## src/core/mic_pkg.sv

```systemverilog
`default_nettype none
package mic_pkg;
	// register indices as printed; byte address is four times the index
	localparam logic [7:0] IDX_STATUS_FIRST = 8'h06;
	localparam logic [7:0] IDX_ENABLE_FIRST = 8'h07;
	localparam logic [7:0] IDX_STATUS_SECOND = 8'h08;
	localparam logic [7:0] IDX_ENABLE_SECOND = 8'h09;
	localparam logic [7:0] IDX_CONTROL = 8'h0A;
	localparam logic [7:0] IDX_CORE_STATE = 8'h0B;
	// implemented bit masks
	localparam logic [7:0] MASK_FIRST = 8'h1F;
	localparam logic [7:0] MASK_SECOND = 8'h7F;
	localparam logic [7:0] ENABLE_RESET = 8'h00;
	localparam logic [7:0] STATUS_RESET = 8'h00;
	// bit positions
	localparam int BIT_PROG_MEM = 4;
	localparam int BIT_DATA_MEM = 3;
	localparam int BIT_PORT_A = 2;
	localparam int BIT_TRAP = 1;
	localparam int BIT_STACK = 0;
	localparam int BIT_WATCHDOG = 6;
	localparam int BIT_FUEL = 5;
	localparam int BIT_POWER_FAIL = 4;
	localparam int BIT_CONVERSION = 3;
	localparam int BIT_OVERCURRENT = 2;
	localparam int BIT_SMBUS = 1;
	localparam int BIT_TIMER = 0;
	localparam int BIT_GIE = 0;
	// vector and stack
	localparam logic [12:0] VECTOR_ADDR = 13'h17FE;
	localparam logic [3:0] STACK_DEPTH = 4'h8;
	localparam logic [1:0] RESP_OKAY = 2'h0;
	localparam logic [1:0] RESP_SLVERR = 2'h2;
endpackage
`default_nettype wire

```

## src/core/mic_edge_sync.sv

```systemverilog
`default_nettype none
// three-stage synchroniser with agreement check and rising-edge pulse
module mic_edge_sync (
	// clock and reset
	input wire logic aclk,
	input wire logic aresetn,
	// raw asynchronous level
	input wire logic async_in,
	// synchronised level and its rising edge
	output logic level_out,
	output logic rise_out
);
	logic s1_ff, s2_ff, s3_ff, lvl_ff;

	// first stage is read only by the second
	always_ff @(posedge aclk) begin
		if (!aresetn) begin
			s1_ff <= 1'b0;
			s2_ff <= 1'b0;
			s3_ff <= 1'b0;
		end else begin
			s1_ff <= async_in;
			s2_ff <= s1_ff;
			s3_ff <= s2_ff;
		end
	end

	// level changes only when stages two and three agree
	always_ff @(posedge aclk) begin
		if (!aresetn) begin
			lvl_ff <= 1'b0;
		end else if (s2_ff == s3_ff) begin
			lvl_ff <= s3_ff;
		end
	end

	assign level_out = lvl_ff;
	assign rise_out = (s2_ff == s3_ff) && s3_ff && !lvl_ff;
endmodule // mic_edge_sync
`default_nettype wire

```

## src/core/mic_irq_ctrl.sv

```systemverilog
// Function
// - enable bit one permits its source, zero blocks it
// - any enabled event wakes the sleeping core; disabled ones do not
// - status flags set on source events regardless of enable bits
// - flag, enable and global enable all set vectors core to 0x17FE
// - entry saves program counter and carry, digit-carry, zero in hidden shadow
// - working accumulator is not saved on interrupt entry
// - return-from-interrupt restores program counter and flags from shadow
// - first enable D4 gates program memory done (both enables back high)
// - first enable D3 gates data memory write or clear done
// - first enable D2 gates port A, qualified by pin 3/4 enables
// - first enable D1 gates the software trap instruction event
// - first enable D0 gates stack fault: call when full, return when empty
// - second D6 enables watchdog irq; debug bit blocks watchdog reset
// - second D4 enables power-fail, held while analog supply below 3.0V
// - second enable: fuel D5, conversion D3, overcurrent D2, SMBus D1
// - second D0 enables periodic timer tick from slow oscillator
// - unused enable bits read zero; all enables zero after reset
// - flags caught the cycle after the event; writing one leaves flag unchanged
// - power-fail is level-sensitive; others edge-triggered, rearm after clear
// - first status: prog D4, data D3, port A D2, trap D1, stack D0
//
// Decided for this implementation: the AXI4-Lite slave port.
`default_nettype none
module mic_irq_ctrl (
	// clock and reset
	input wire logic aclk,
	input wire logic aresetn,
	// axi4-lite write address and data
	input wire logic [11:0] s_axi_awaddr,
	input wire logic s_axi_awvalid,
	output logic s_axi_awready,
	input wire logic [31:0] s_axi_wdata,
	input wire logic [3:0] s_axi_wstrb,
	input wire logic s_axi_wvalid,
	output logic s_axi_wready,
	// axi4-lite write response
	output logic [1:0] s_axi_bresp,
	output logic s_axi_bvalid,
	input wire logic s_axi_bready,
	// axi4-lite read
	input wire logic [11:0] s_axi_araddr,
	input wire logic s_axi_arvalid,
	output logic s_axi_arready,
	output logic [31:0] s_axi_rdata,
	output logic [1:0] s_axi_rresp,
	output logic s_axi_rvalid,
	input wire logic s_axi_rready,
	// memory controller chip and output enables, active low, same clock
	input wire logic mem_chip_enable_n,
	input wire logic mem_output_enable_n,
	input wire logic mem_target_data,
	// port A pin and its configuration, pins 3 and 4
	input wire logic [1:0] port_a_pin,
	input wire logic [1:0] port_a_pin_irq_enable,
	input wire logic [1:0] port_a_pin_enable,
	// core-side event pulses, same clock
	input wire logic trap_exec,
	input wire logic call_exec,
	input wire logic return_exec,
	input wire logic return_from_interrupt_instr,
	input wire logic [3:0] stack_level,
	// peripheral event pulses, same clock
	input wire logic watchdog_expire,
	input wire logic fuel_gauge_event,
	input wire logic conversion_done,
	input wire logic overcurrent_event,
	input wire logic smbus_event,
	input wire logic timer_tick,
	// analog comparator, high while supply is below threshold
	input wire logic analog_supply_low,
	// debug configuration
	input wire logic debug_enable_bit,
	// core state for save and restore
	input wire logic [12:0] core_pc,
	input wire logic core_carry,
	input wire logic core_digit_carry,
	input wire logic core_zero,
	input wire logic core_sleeping,
	// to the program sequencer
	output logic irq_take,
	output logic [12:0] irq_vector,
	output logic restore_valid,
	output logic [12:0] restore_pc,
	output logic [2:0] restore_flags,
	output logic wake,
	output logic irq_pending,
	output logic watchdog_reset
);
	// -----------------------------------------------------------------
	// registers and wires
	// -----------------------------------------------------------------
	logic [7:0] enable_first_ff, enable_second_ff;
	logic [7:0] status_first_ff, status_second_ff;
	logic gie_ff;
	logic in_service_ff;
	logic [12:0] shadow_pc_ff;
	logic [2:0] shadow_flags_ff;
	logic mem_done_prev_ff;
	logic [7:0] event_first, event_second;
	logic [7:0] pend_first, pend_second;
	logic any_pending;
	logic [1:0] pin_level, pin_rise;
	logic pf_level, pf_rise;
	logic mem_done;
	logic [7:0] clr_first, clr_second;
	// -----------------------------------------------------------------
	// pin synchronisers
	// -----------------------------------------------------------------
	// port A pins and the supply comparator come from outside the clock
	genvar gi;
	generate
		for (gi = 0; gi < 2; gi++) begin : g_pin
			mic_edge_sync u_pin_sync (
				.aclk(aclk),
				.aresetn(aresetn),
				.async_in(port_a_pin[gi]),
				.level_out(pin_level[gi]),
				.rise_out(pin_rise[gi])
			);
		end
	endgenerate

	mic_edge_sync u_pf_sync (
		.aclk(aclk),
		.aresetn(aresetn),
		.async_in(analog_supply_low),
		.level_out(pf_level),
		.rise_out(pf_rise)
	);
	// -----------------------------------------------------------------
	// event detection
	// -----------------------------------------------------------------
	// memory op done when both enables return high
	assign mem_done = mem_chip_enable_n && mem_output_enable_n;
	always_ff @(posedge aclk) begin
		if (!aresetn) begin
			mem_done_prev_ff <= 1'b1;
		end else begin
			mem_done_prev_ff <= mem_done;
		end
	end

	// one event vector per status register
	always_comb begin
		event_first = 8'h00;
		event_second = 8'h00;
		event_first[mic_pkg::BIT_PROG_MEM] = mem_done && !mem_done_prev_ff
			&& !mem_target_data;
		event_first[mic_pkg::BIT_DATA_MEM] = mem_done && !mem_done_prev_ff
			&& mem_target_data;
		event_first[mic_pkg::BIT_PORT_A] = |(pin_rise & port_a_pin_irq_enable
			& port_a_pin_enable);
		event_first[mic_pkg::BIT_TRAP] = trap_exec;
		event_first[mic_pkg::BIT_STACK] = (call_exec && stack_level == mic_pkg::STACK_DEPTH)
			|| (return_exec && stack_level == 4'h0);
		event_second[mic_pkg::BIT_WATCHDOG] = watchdog_expire && debug_enable_bit;
		event_second[mic_pkg::BIT_FUEL] = fuel_gauge_event;
		// level source: re-set every cycle the supply stays low
		event_second[mic_pkg::BIT_POWER_FAIL] = pf_level || pf_rise;
		event_second[mic_pkg::BIT_CONVERSION] = conversion_done;
		event_second[mic_pkg::BIT_OVERCURRENT] = overcurrent_event;
		event_second[mic_pkg::BIT_SMBUS] = smbus_event;
		event_second[mic_pkg::BIT_TIMER] = timer_tick;
	end
	// -----------------------------------------------------------------
	// axi4-lite slave
	// -----------------------------------------------------------------
	logic aw_held_ff, w_held_ff;
	logic [11:0] awaddr_ff;
	logic [31:0] wdata_ff;
	logic [3:0] wstrb_ff;
	logic do_write;
	logic [9:0] wr_idx;
	assign do_write = aw_held_ff && w_held_ff && !s_axi_bvalid;
	assign wr_idx = awaddr_ff[11:2];
	// address and data taken in either order, one write in flight
	always_ff @(posedge aclk) begin
		if (!aresetn) begin
			aw_held_ff <= 1'b0;
			w_held_ff <= 1'b0;
			awaddr_ff <= 12'h000;
			wdata_ff <= 32'h0000_0000;
			wstrb_ff <= 4'h0;
			s_axi_bvalid <= 1'b0;
			s_axi_bresp <= mic_pkg::RESP_OKAY;
			s_axi_awready <= 1'b1; // ready may stand high in reset; valids may not
			s_axi_wready <= 1'b1;
		end else begin
			if (s_axi_awvalid && s_axi_awready) begin
				aw_held_ff <= 1'b1;
				awaddr_ff <= s_axi_awaddr;
				s_axi_awready <= 1'b0;
			end
			if (s_axi_wvalid && s_axi_wready) begin
				w_held_ff <= 1'b1;
				wdata_ff <= s_axi_wdata;
				wstrb_ff <= s_axi_wstrb;
				s_axi_wready <= 1'b0;
			end
			if (do_write) begin
				aw_held_ff <= 1'b0;
				w_held_ff <= 1'b0;
				s_axi_bvalid <= 1'b1;
				s_axi_bresp <= (wr_idx[9:8] == 2'h0 && wr_idx[7:0] >= mic_pkg::IDX_STATUS_FIRST
					&& wr_idx[7:0] <= mic_pkg::IDX_CONTROL) ? mic_pkg::RESP_OKAY
					: mic_pkg::RESP_SLVERR;
			end else if (s_axi_bvalid && s_axi_bready) begin
				s_axi_bvalid <= 1'b0;
				s_axi_awready <= 1'b1;
				s_axi_wready <= 1'b1;
			end
		end
	end

	// read path answers one cycle after the address is taken
	always_ff @(posedge aclk) begin
		if (!aresetn) begin
			s_axi_rvalid <= 1'b0;
			s_axi_rdata <= 32'h0000_0000;
			s_axi_rresp <= mic_pkg::RESP_OKAY;
			s_axi_arready <= 1'b1;
		end else if (s_axi_arvalid && s_axi_arready) begin
			s_axi_rvalid <= 1'b1;
			s_axi_arready <= 1'b0;
			s_axi_rresp <= mic_pkg::RESP_OKAY;
			s_axi_rdata <= 32'h0000_0000;
			if (s_axi_araddr[11:10] != 2'h0) begin
				s_axi_rresp <= mic_pkg::RESP_SLVERR;
			end else begin
				case (s_axi_araddr[9:2])
					mic_pkg::IDX_STATUS_FIRST: s_axi_rdata[7:0] <= status_first_ff;
					mic_pkg::IDX_ENABLE_FIRST: s_axi_rdata[7:0] <= enable_first_ff;
					mic_pkg::IDX_STATUS_SECOND: s_axi_rdata[7:0] <= status_second_ff;
					mic_pkg::IDX_ENABLE_SECOND: s_axi_rdata[7:0] <= enable_second_ff;
					mic_pkg::IDX_CONTROL: s_axi_rdata[0] <= gie_ff;
					mic_pkg::IDX_CORE_STATE: s_axi_rdata[1:0] <= {in_service_ff, any_pending};
					default: s_axi_rresp <= mic_pkg::RESP_SLVERR;
				endcase
			end
		end else if (s_axi_rvalid && s_axi_rready) begin
			s_axi_rvalid <= 1'b0;
			s_axi_arready <= 1'b1;
		end
	end

	// -----------------------------------------------------------------
	// enable registers
	// -----------------------------------------------------------------
	// unused bits masked so they always read zero
	always_ff @(posedge aclk) begin
		if (!aresetn) begin
			enable_first_ff <= mic_pkg::ENABLE_RESET;
			enable_second_ff <= mic_pkg::ENABLE_RESET;
		end else if (do_write && wstrb_ff[0] && wr_idx[9:8] == 2'h0) begin
			if (wr_idx[7:0] == mic_pkg::IDX_ENABLE_FIRST) begin
				enable_first_ff <= wdata_ff[7:0] & mic_pkg::MASK_FIRST;
			end
			if (wr_idx[7:0] == mic_pkg::IDX_ENABLE_SECOND) begin
				enable_second_ff <= wdata_ff[7:0] & mic_pkg::MASK_SECOND;
			end
		end
	end

	// -----------------------------------------------------------------
	// status flags
	// -----------------------------------------------------------------
	// only a zero clears a flag; writing one has no effect
	always_comb begin
		clr_first = 8'h00;
		clr_second = 8'h00;
		if (do_write && wstrb_ff[0] && wr_idx[9:8] == 2'h0) begin
			if (wr_idx[7:0] == mic_pkg::IDX_STATUS_FIRST) begin
				clr_first = ~wdata_ff[7:0];
			end
			if (wr_idx[7:0] == mic_pkg::IDX_STATUS_SECOND) begin
				clr_second = ~wdata_ff[7:0];
			end
		end
	end
	// registered next cycle after the event; set wins over clear
	always_ff @(posedge aclk) begin
		if (!aresetn) begin
			status_first_ff <= mic_pkg::STATUS_RESET;
			status_second_ff <= mic_pkg::STATUS_RESET;
		end else begin
			status_first_ff <= ((status_first_ff & ~clr_first) | event_first)
				& mic_pkg::MASK_FIRST;
			status_second_ff <= ((status_second_ff & ~clr_second) | event_second)
				& mic_pkg::MASK_SECOND;
		end
	end

	// -----------------------------------------------------------------
	// global enable and request
	// -----------------------------------------------------------------
	assign pend_first = status_first_ff & enable_first_ff;
	assign pend_second = status_second_ff & enable_second_ff;
	assign any_pending = |{pend_first, pend_second};
	// taking an interrupt clears the global enable; return sets it again
	always_ff @(posedge aclk) begin
		if (!aresetn) begin
			gie_ff <= 1'b0;
		end else if (irq_take) begin
			gie_ff <= 1'b0;
		end else if (return_from_interrupt_instr && in_service_ff) begin
			gie_ff <= 1'b1;
		end else if (do_write && wstrb_ff[0] && wr_idx == {2'h0, mic_pkg::IDX_CONTROL}) begin
			gie_ff <= wdata_ff[mic_pkg::BIT_GIE];
		end
	end

	// -----------------------------------------------------------------
	// sequencer handshake and shadow store
	// -----------------------------------------------------------------
	// edge-triggered at the core: one call per service, none again until return
	always_ff @(posedge aclk) begin
		if (!aresetn) begin
			irq_take <= 1'b0;
			irq_vector <= 13'h0000;
			in_service_ff <= 1'b0;
			shadow_pc_ff <= 13'h0000;
			shadow_flags_ff <= 3'h0;
		end else begin
			irq_take <= 1'b0;
			if (any_pending && gie_ff && !in_service_ff && !irq_take) begin
				irq_take <= 1'b1;
				irq_vector <= mic_pkg::VECTOR_ADDR;
				in_service_ff <= 1'b1;
				// accumulator is deliberately absent from the shadow
				shadow_pc_ff <= core_pc;
				shadow_flags_ff <= {core_carry, core_digit_carry, core_zero};
			end else if (return_from_interrupt_instr && in_service_ff) begin
				in_service_ff <= 1'b0;
			end
		end
	end
	// restore pulses one cycle after the return instruction
	always_ff @(posedge aclk) begin
		if (!aresetn) begin
			restore_valid <= 1'b0;
			restore_pc <= 13'h0000;
			restore_flags <= 3'h0;
		end else begin
			restore_valid <= return_from_interrupt_instr && in_service_ff;
			if (return_from_interrupt_instr && in_service_ff) begin
				restore_pc <= shadow_pc_ff;
				restore_flags <= shadow_flags_ff;
			end
		end
	end

	// -----------------------------------------------------------------
	// wake, pending and watchdog reset
	// -----------------------------------------------------------------
	// wake ignores the global enable so a sleeping core always rises
	always_ff @(posedge aclk) begin
		if (!aresetn) begin
			wake <= 1'b0;
			irq_pending <= 1'b0;
			watchdog_reset <= 1'b0;
		end else begin
			wake <= core_sleeping && any_pending;
			irq_pending <= any_pending && gie_ff;
			watchdog_reset <= watchdog_expire && !debug_enable_bit;
		end
	end
endmodule // mic_irq_ctrl
`default_nettype wire

```

## config.mk

```make
export PLATFORM = sky130hd
export DESIGN_NAME = mic_irq_ctrl
export DESIGN_NICKNAME = d
export VERILOG_FILES = /design/src/core/mic_pkg.sv /design/src/core/mic_edge_sync.sv /design/src/core/mic_irq_ctrl.sv
export SDC_FILE = /design/constraint.sdc
export NUM_CORES = 1
export LEC_CHECK = 0
export CAP_MARGIN = 20
export CELL_PAD_IN_SITES_DETAIL_PLACEMENT = 1
export CELL_PAD_IN_SITES_GLOBAL_PLACEMENT = 1
export CORE_MARGIN = 8
export CORE_UTILIZATION = 49
export CTS_CLUSTER_DIAMETER = 50
export CTS_CLUSTER_SIZE = 14
export DETAILED_ROUTE_END_ITERATION = 10
export DONT_BUFFER_PORTS = 1
export GPL_TIMING_DRIVEN = 0
export PLACE_DENSITY = 0.93
export SLEW_MARGIN = 20
export SYNTH_ARGS = -nofsm -noshare
export SYNTH_HDL_FRONTEND = slang
export SYNTH_SLANG_ARGS = --single-unit
```

## constraint.sdc

```tcl
create_clock -name aclk -period 4.63 [get_ports aclk]
set_clock_uncertainty 0.2 [all_clocks]
set_input_delay 0.926 -clock aclk [delete_from_list [all_inputs] [get_ports aclk]]
set_output_delay 0.926 -clock aclk [all_outputs]
set_load 0.01 [all_outputs]
```

==> results.sh, run 1 <==
export IMPL_status="complete, no violations"
export IMPL_syn_area_per_cell_um2=8.74
export IMPL_slowest_stage="buf_1"
export IMPL_synthSimpleGateAreaFrac=0.215
export IMPL_final_hold_viol_count=0
export IMPL_dieArea_um2=13000
export IMPL_clock_power_share=0.347
export IMPL_slew_violations=0
export IMPL_areaGrowthSynthToFinish_pct=9.97
export IMPL_period_share=0.536
export IMPL_antenna_left=0
export IMPL_drtPass1Iterations=4
export IMPL_yosysWarnings=0
export IMPL_finalWirelength_um=13700
export IMPL_synth_cell_type_count=46
export IMPL_wl_per_cell_um=19.4
export IMPL_synth_main_ff_cell="dfxtp_1"
export IMPL_die_w_um=114
export IMPL_netlist_area_leader_share=0.473
export IMPL_worst_path_stages=5
export IMPL_postCtsHoldBufs=0
export IMPL_diodes=0
export IMPL_cts_buffer_depth=2
export IMPL_core_area_um2=9280
export IMPL_start_util=0.506
export IMPL_synth_edf_count=0
export IMPL_drive_above_1_share=0.122
export IMPL_grt_max_degree=20
export IMPL_cts_inserted_buffers=9
export IMPL_critPathCaptureType="flop"
export IMPL_max_freq_mhz=403
export IMPL_synth_area_leaders="dfxtp_1 (47%), nand2_1 (9.9%), mux2i_1 (8.5%)"
export IMPL_netlist_instances=537
export IMPL_maxCapViolCount=0
export IMPL_cts_tree="yes"
export IMPL_cp_cell_sequence="clkbuf_1, buf_1, clkbuf_1, nand2_1, mux2i_1"
export IMPL_rsz0062_at_grt="no"
export IMPL_dieHeight_um=114
export IMPL_startpoint_type="input port"
export IMPL_synth_area_um2=4700
export IMPL_critical_path_top_delay_family="buffers and inverters"
export IMPL_synth_top_area_cell="dfxtp_1"
export IMPL_ctsResizeCount=0
export IMPL_rr_worst_depth=4
export IMPL_power_leakage_nw=2.00
export IMPL_internal_power_mw=1.29
export IMPL_holdWs_ns=0.249
export IMPL_clock_sinks=111
export IMPL_power_switching_mw=0.453
export IMPL_fin_cells=710
export IMPL_p_comb_frac=0.077
export IMPL_holdPathStages=1
export IMPL_rows=35
export IMPL_min_period_ns=2.48
export IMPL_crit_type="in -> reg"
export IMPL_worst_path_buf_inv=3
export IMPL_path_clk_slew_ns=0.11
export IMPL_dpl_cell_count=694
export IMPL_hold_class="reg -> reg"
export IMPL_layout_nets=688
export IMPL_ys_async_sr_fraction=0
export IMPL_postCtsSetupBuffers=0
export IMPL_cts_max_level=3
export IMPL_crit_top_cell="clkbuf_1"
export IMPL_antenna_found_initial=0
export IMPL_synth_top_family_by_area="simple AND/OR/NAND/NOR gates"
export IMPL_numPortBuffers=0
export IMPL_netSwitchingFraction=0.260
export IMPL_clockRootBuffer="clkbuf_8"
export IMPL_grt_pass1_vias=4164
export IMPL_clk_latency_ns=0.37
export IMPL_setup_tns_ns=0
export IMPL_critPathMaxFanout=10
export IMPL_setup_viol=0
export IMPL_vias_per_cell=5.51
export IMPL_stdcell_area_um2=5160
export IMPL_route_detailed_drc=0
export IMPL_grt_overflow_total=0
export IMPL_dp_hpwl_um=10700
export IMPL_synth_compound_area_frac=0.124
export IMPL_pwr_share_seq=0.576
export IMPL_ys_ff_latch=111
export IMPL_grt_usage=0.207
export IMPL_required_ns=4.74
export IMPL_slowest_delay_ns=0.50
export IMPL_synth_fa_ha_area_frac=0.00799
export IMPL_timing_slew_headroom=0.454
export IMPL_arrival_ns=2.59
export IMPL_synth_seq_area_share=0.473
export IMPL_pin_count=184
export IMPL_p_per_area_nw_per_um2=337
export IMPL_via_count=3911
export IMPL_synth_xor_area_frac=0
export IMPL_synth_mux_area_fraction=0.0901
export IMPL_grt_pass1_wl_um=21000
export IMPL_tightest_slew_ns=0.812
export IMPL_gp_congestion=0.826
export IMPL_vdd_drop_max_mv=0.174
export IMPL_postPlaceCellArea_um2=4960
export IMPL_drt_iter0_drc=183
[Yosys cell counts (2+ instances only)]
master    count
mux2i_1      40
o31ai_1       3
mux2_2        2
a22oi_1       9
o22ai_1       4
nor2_1       26
nand2b_1      5
and3b_1       3
nor4_1        3
inv_1         7
dfxtp_1     111
nand2_1     124
buf_4        39
and2_1       13
o21ai_0      17
o21a_1        3
nand3_1       9
nor3b_1       3
nand3b_1      3
a32oi_1       2
ha_1          3
nand4b_1      2
a21oi_1      55
nor4_4        3
and3_1        2
buf_2         3
clkbuf_1     20
nor3_1        5
[power groups by stage]
| stage | combinational (mW) | clock, mW | sequential [mW] |
|---|---|---|---|
| after floorplan | 0.105 | 0 | 1.02 |
| after global placement | 0.124 | 0 | 1.02 |
| after detailed placement | 0.131 | 0 | 1.03 |
| after CTS | 0.132 | 0.611 | 1.00 |
| after global routing | 0.148 | 0.653 | 1.01 |
| final | 0.134 | 0.603 | 1.00 |
[state kept, by name, indices dropped and copies added, names as in the netlist, 3 cells and up]
name and flops:
restore_flags 3, wdata_ff 7, s_axi_rdata 7, awaddr_ff 10, shadow_pc_ff 13, enable_second_ff 7, restore_pc 13, status_first_ff 5
shadow_flags_ff 3, enable_first_ff 5, status_second_ff 7
[final cells by class]
| class | count | area (um2) |
|---|---|---|
| Inverter | 8 | 30.0 |
| Buffer | 63 | 387 |
| Clock inverter | 7 | 77.6 |
| Sequential cell | 111 | 2220 |
| Clock buffer | 9 | 124 |
| Fill cell | 1165 | 4120 |
| Tap cell | 129 | 161 |
| Multi-Input combinational cell | 383 | 2160 |
[cell families after synthesis]
| kind of cell | after synthesis |
|---|---|
| AOI/OAI and AO/OA | 101 |
| adders and majority gates | 3 |
| buffers and inverters | 71 |
| DFF | 111 |
| muxes | 42 |
| other | 1 |
| and+or+nand+nor | 208 |
[worst paths after layout]
path | slack, ns | endpoint | from
worst max register to register | 2.39 | status_second_ff[6] | s_axi_bvalid
worst min-delay path | 0.25 | u_pf_sync.s2_ff | u_pf_sync.s1_ff
worst max-delay path | 2.15 | shadow_pc_ff[3] | aresetn
worst min register to register | 0.25 | u_pf_sync.s2_ff | u_pf_sync.s1_ff
[cell usage in the layout (no fill, tap or decap), types with 13 or more instances in the layout]
master,instances
a21oi_1,55
clkbuf_1,20
conb_1,29
dfxtp_1,111
mux2i_1,40
nand2_1,124
nor2_1,26
and2_1,13
buf_4,39
o21ai_0,17
[metrics by stage]
stage                     setup WS, ns   util  power [mW]
final                             2.15  0.556        1.74
after global routing              2.02  0.556        1.81
after CTS                         2.16  0.556        1.75
after detailed placement          1.78  0.535        1.16
after global placement            1.87  0.535        1.15
after floorplan                   2.27      -        1.12
[layer usage]
metal	global-route usage	wire length, um
met2	0.363	6770
met1	0.215	5290
met4	0.0763	281
met5	0	0
met3	0.0887	1400
Note: power is estimated with default switching activity, not from simulation.
==> inputs of run 2 (changes only) <==
Settings changed: CORE_UTILIZATION 49 to 45, PLACE_DENSITY 0.93 to 0.87.
Clock period 4.63 ns to 2.49 ns, I/O delays scaled along.
==> run 2 against run 1 <==
Effect of this change:
- sequential cell count stayed put
- wire length rose by 0.92%
- via count is 2.0% lower
- critical endpoint is now status_second_ff[6]
- largest power group unchanged
- highest routed layer unchanged
==> results.sh, run 2 (same netlist as run 1, synthesis figures left out) <==
export IMPL_total_power_mw=3.27
export IMPL_postCtsSetupBuffers=0
export IMPL_regArea_um2=2220
export IMPL_drt_iter0_drc=162
export IMPL_die_w_um=118
export IMPL_postPlaceCellArea_um2=4970
export IMPL_drtPass1Iterations=5
export IMPL_clock_sinks=111
export IMPL_power_leakage_nw=2.02
export IMPL_diodes=0
export IMPL_critPathCaptureType="flop"
export IMPL_route_detailed_drc=0
export IMPL_min_period_ns=2.31
export IMPL_wl_per_cell_um=19.3
export IMPL_p_comb_frac=0.077
export IMPL_slowest_delay_ns=0.81
export IMPL_p_per_area_nw_per_um2=628
export IMPL_cts_buffer_depth=2
export IMPL_areaGrowthSynthToFinish_pct=11.0
export IMPL_multi_input_area_um2=2160
export IMPL_numPortBuffers=0
export IMPL_startpoint_type="flop"
export IMPL_crit_type="reg -> reg"
export IMPL_reg_top3="restore_pc (13), shadow_pc_ff (13), awaddr_ff (10)"
export IMPL_clockRootBuffer="clkbuf_8"
export IMPL_maxCapViolCount=0
export IMPL_path_clk_slew_ns=0.12
export IMPL_clock_power_share=0.352
export IMPL_arrival_ns=2.34
export IMPL_rows=37
export IMPL_hold_class="in -> reg"
export IMPL_vdd_drop_max_mv=0.294
export IMPL_slowest_stage="nor4_2"
export IMPL_pin_count=184
export IMPL_layout_common_cells="nand2_1 (124), dfxtp_1 (111), a21oi_1 (55)"
export IMPL_slew_violations=0
export IMPL_dp_hpwl_um=10600
export IMPL_dieHeight_um=118
export IMPL_via_count=3834
export IMPL_grt_pass1_vias=4132
export IMPL_grt_max_degree=21
export IMPL_required_ns=2.52
export IMPL_setup_viol=0
export IMPL_ctsResizeCount=0
export IMPL_period_share=0.929
export IMPL_cts_inserted_buffers=9
export IMPL_timing_slew_headroom=0.379
export IMPL_internal_power_mw=2.41
export IMPL_stdcell_area_um2=5210
export IMPL_grt_pass1_wl_um=21900
export IMPL_cts_max_level=3
export IMPL_antenna_found_initial=0
export IMPL_fill_cells=1259
export IMPL_grt_overflow_total=0
export IMPL_max_freq_mhz=432
export IMPL_core_area_um2=10200
export IMPL_drive_above_1_share=0.122
export IMPL_dieArea_um2=14000
export IMPL_postCtsHoldBufs=3
export IMPL_power_switching_mw=0.864
export IMPL_start_util=0.459
export IMPL_finalWirelength_um=13900
export IMPL_cts_tree="yes"
export IMPL_netSwitchingFraction=0.264
export IMPL_cp_cell_sequence="and3b_1, nand4_4, nor4_2, a211oi_1"
export IMPL_mostFrequentLayoutCell="nand2_1"
export IMPL_clk_latency_ns=0.39
export IMPL_tightest_slew_ns=0.924
export IMPL_status="complete, no violations"
export IMPL_vias_per_cell=5.33
export IMPL_rsz0062_at_grt="no"
export IMPL_final_hold_viol_count=0
export IMPL_grt_usage=0.197
export IMPL_pwr_share_seq=0.570
export IMPL_gp_congestion=0.830
export IMPL_antenna_left=0
export IMPL_critPathMaxFanout=7
export IMPL_layout_nets=691
-- run 2: layout make-up --
type,count,share of cell area
clock buffer,9,0.0238
tap,136,0.0327
buffer,63,0.0742
timing repair buffer,3,0.00576
multi-input combinational,383,0.415
sequential,111,0.426
inverter,8,0.00576
clock inverter,7,0.0166
-- run 2: final timing paths --
path                                   from                        end  slack [ns]  cells past startpoint
setup / recovery               s_axi_bvalid        status_second_ff[6]        0.18                      4
setup reg to reg               s_axi_bvalid        status_second_ff[6]        0.18                      4
hold / removal                   core_pc[6]            shadow_pc_ff[6]        0.03                      2
hold reg to reg   g_pin[1].u_pin_sync.s1_ff  g_pin[1].u_pin_sync.s2_ff        0.25                      1
-- run 2: per-layer routing --
layer  wire length (um)  vias up  track usage  part of all wire
met5                  0        -            0                 0
met4                274        0       0.0729             0.020
met2               6920      139        0.347              0.50
met1               5510     1824        0.211              0.40
li1                   -     1851            -                 -
met3               1170       20       0.0709             0.084
-- run 2: power by group through the flow --
stage	logic, mW	clock network (mW)	registers, mW
after global routing	0.281	1.25	1.87
after detailed placement	0.243	0	1.91
after floorplan	0.194	0	1.89
after CTS	0.250	1.18	1.87
final	0.253	1.15	1.87
after global placement	0.231	0	1.90
-- run 2: critical path: cells and delay by family (launching register included) --
family	cells	cell delay, ns
AOI/OAI and AO/OA	1	0.17
and+or+nand+nor	3	1.40
DFF	1	0.39
-- run 2: metrics by stage --
step	setup slack [ns]	utilization	setup TNS (ns)	std cells	hold slack (ns)
detailed placement	-0.0227	0.486	-0.0308	701	0.226
finish	0.176	0.509	0	720	0.0320
global placement	0.164	0.486	0	701	0.214
global route	0.0914	0.509	0	720	0.0204
CTS	0.185	0.509	0	720	0.0210
floorplan	0.554	-	0	565	0.212
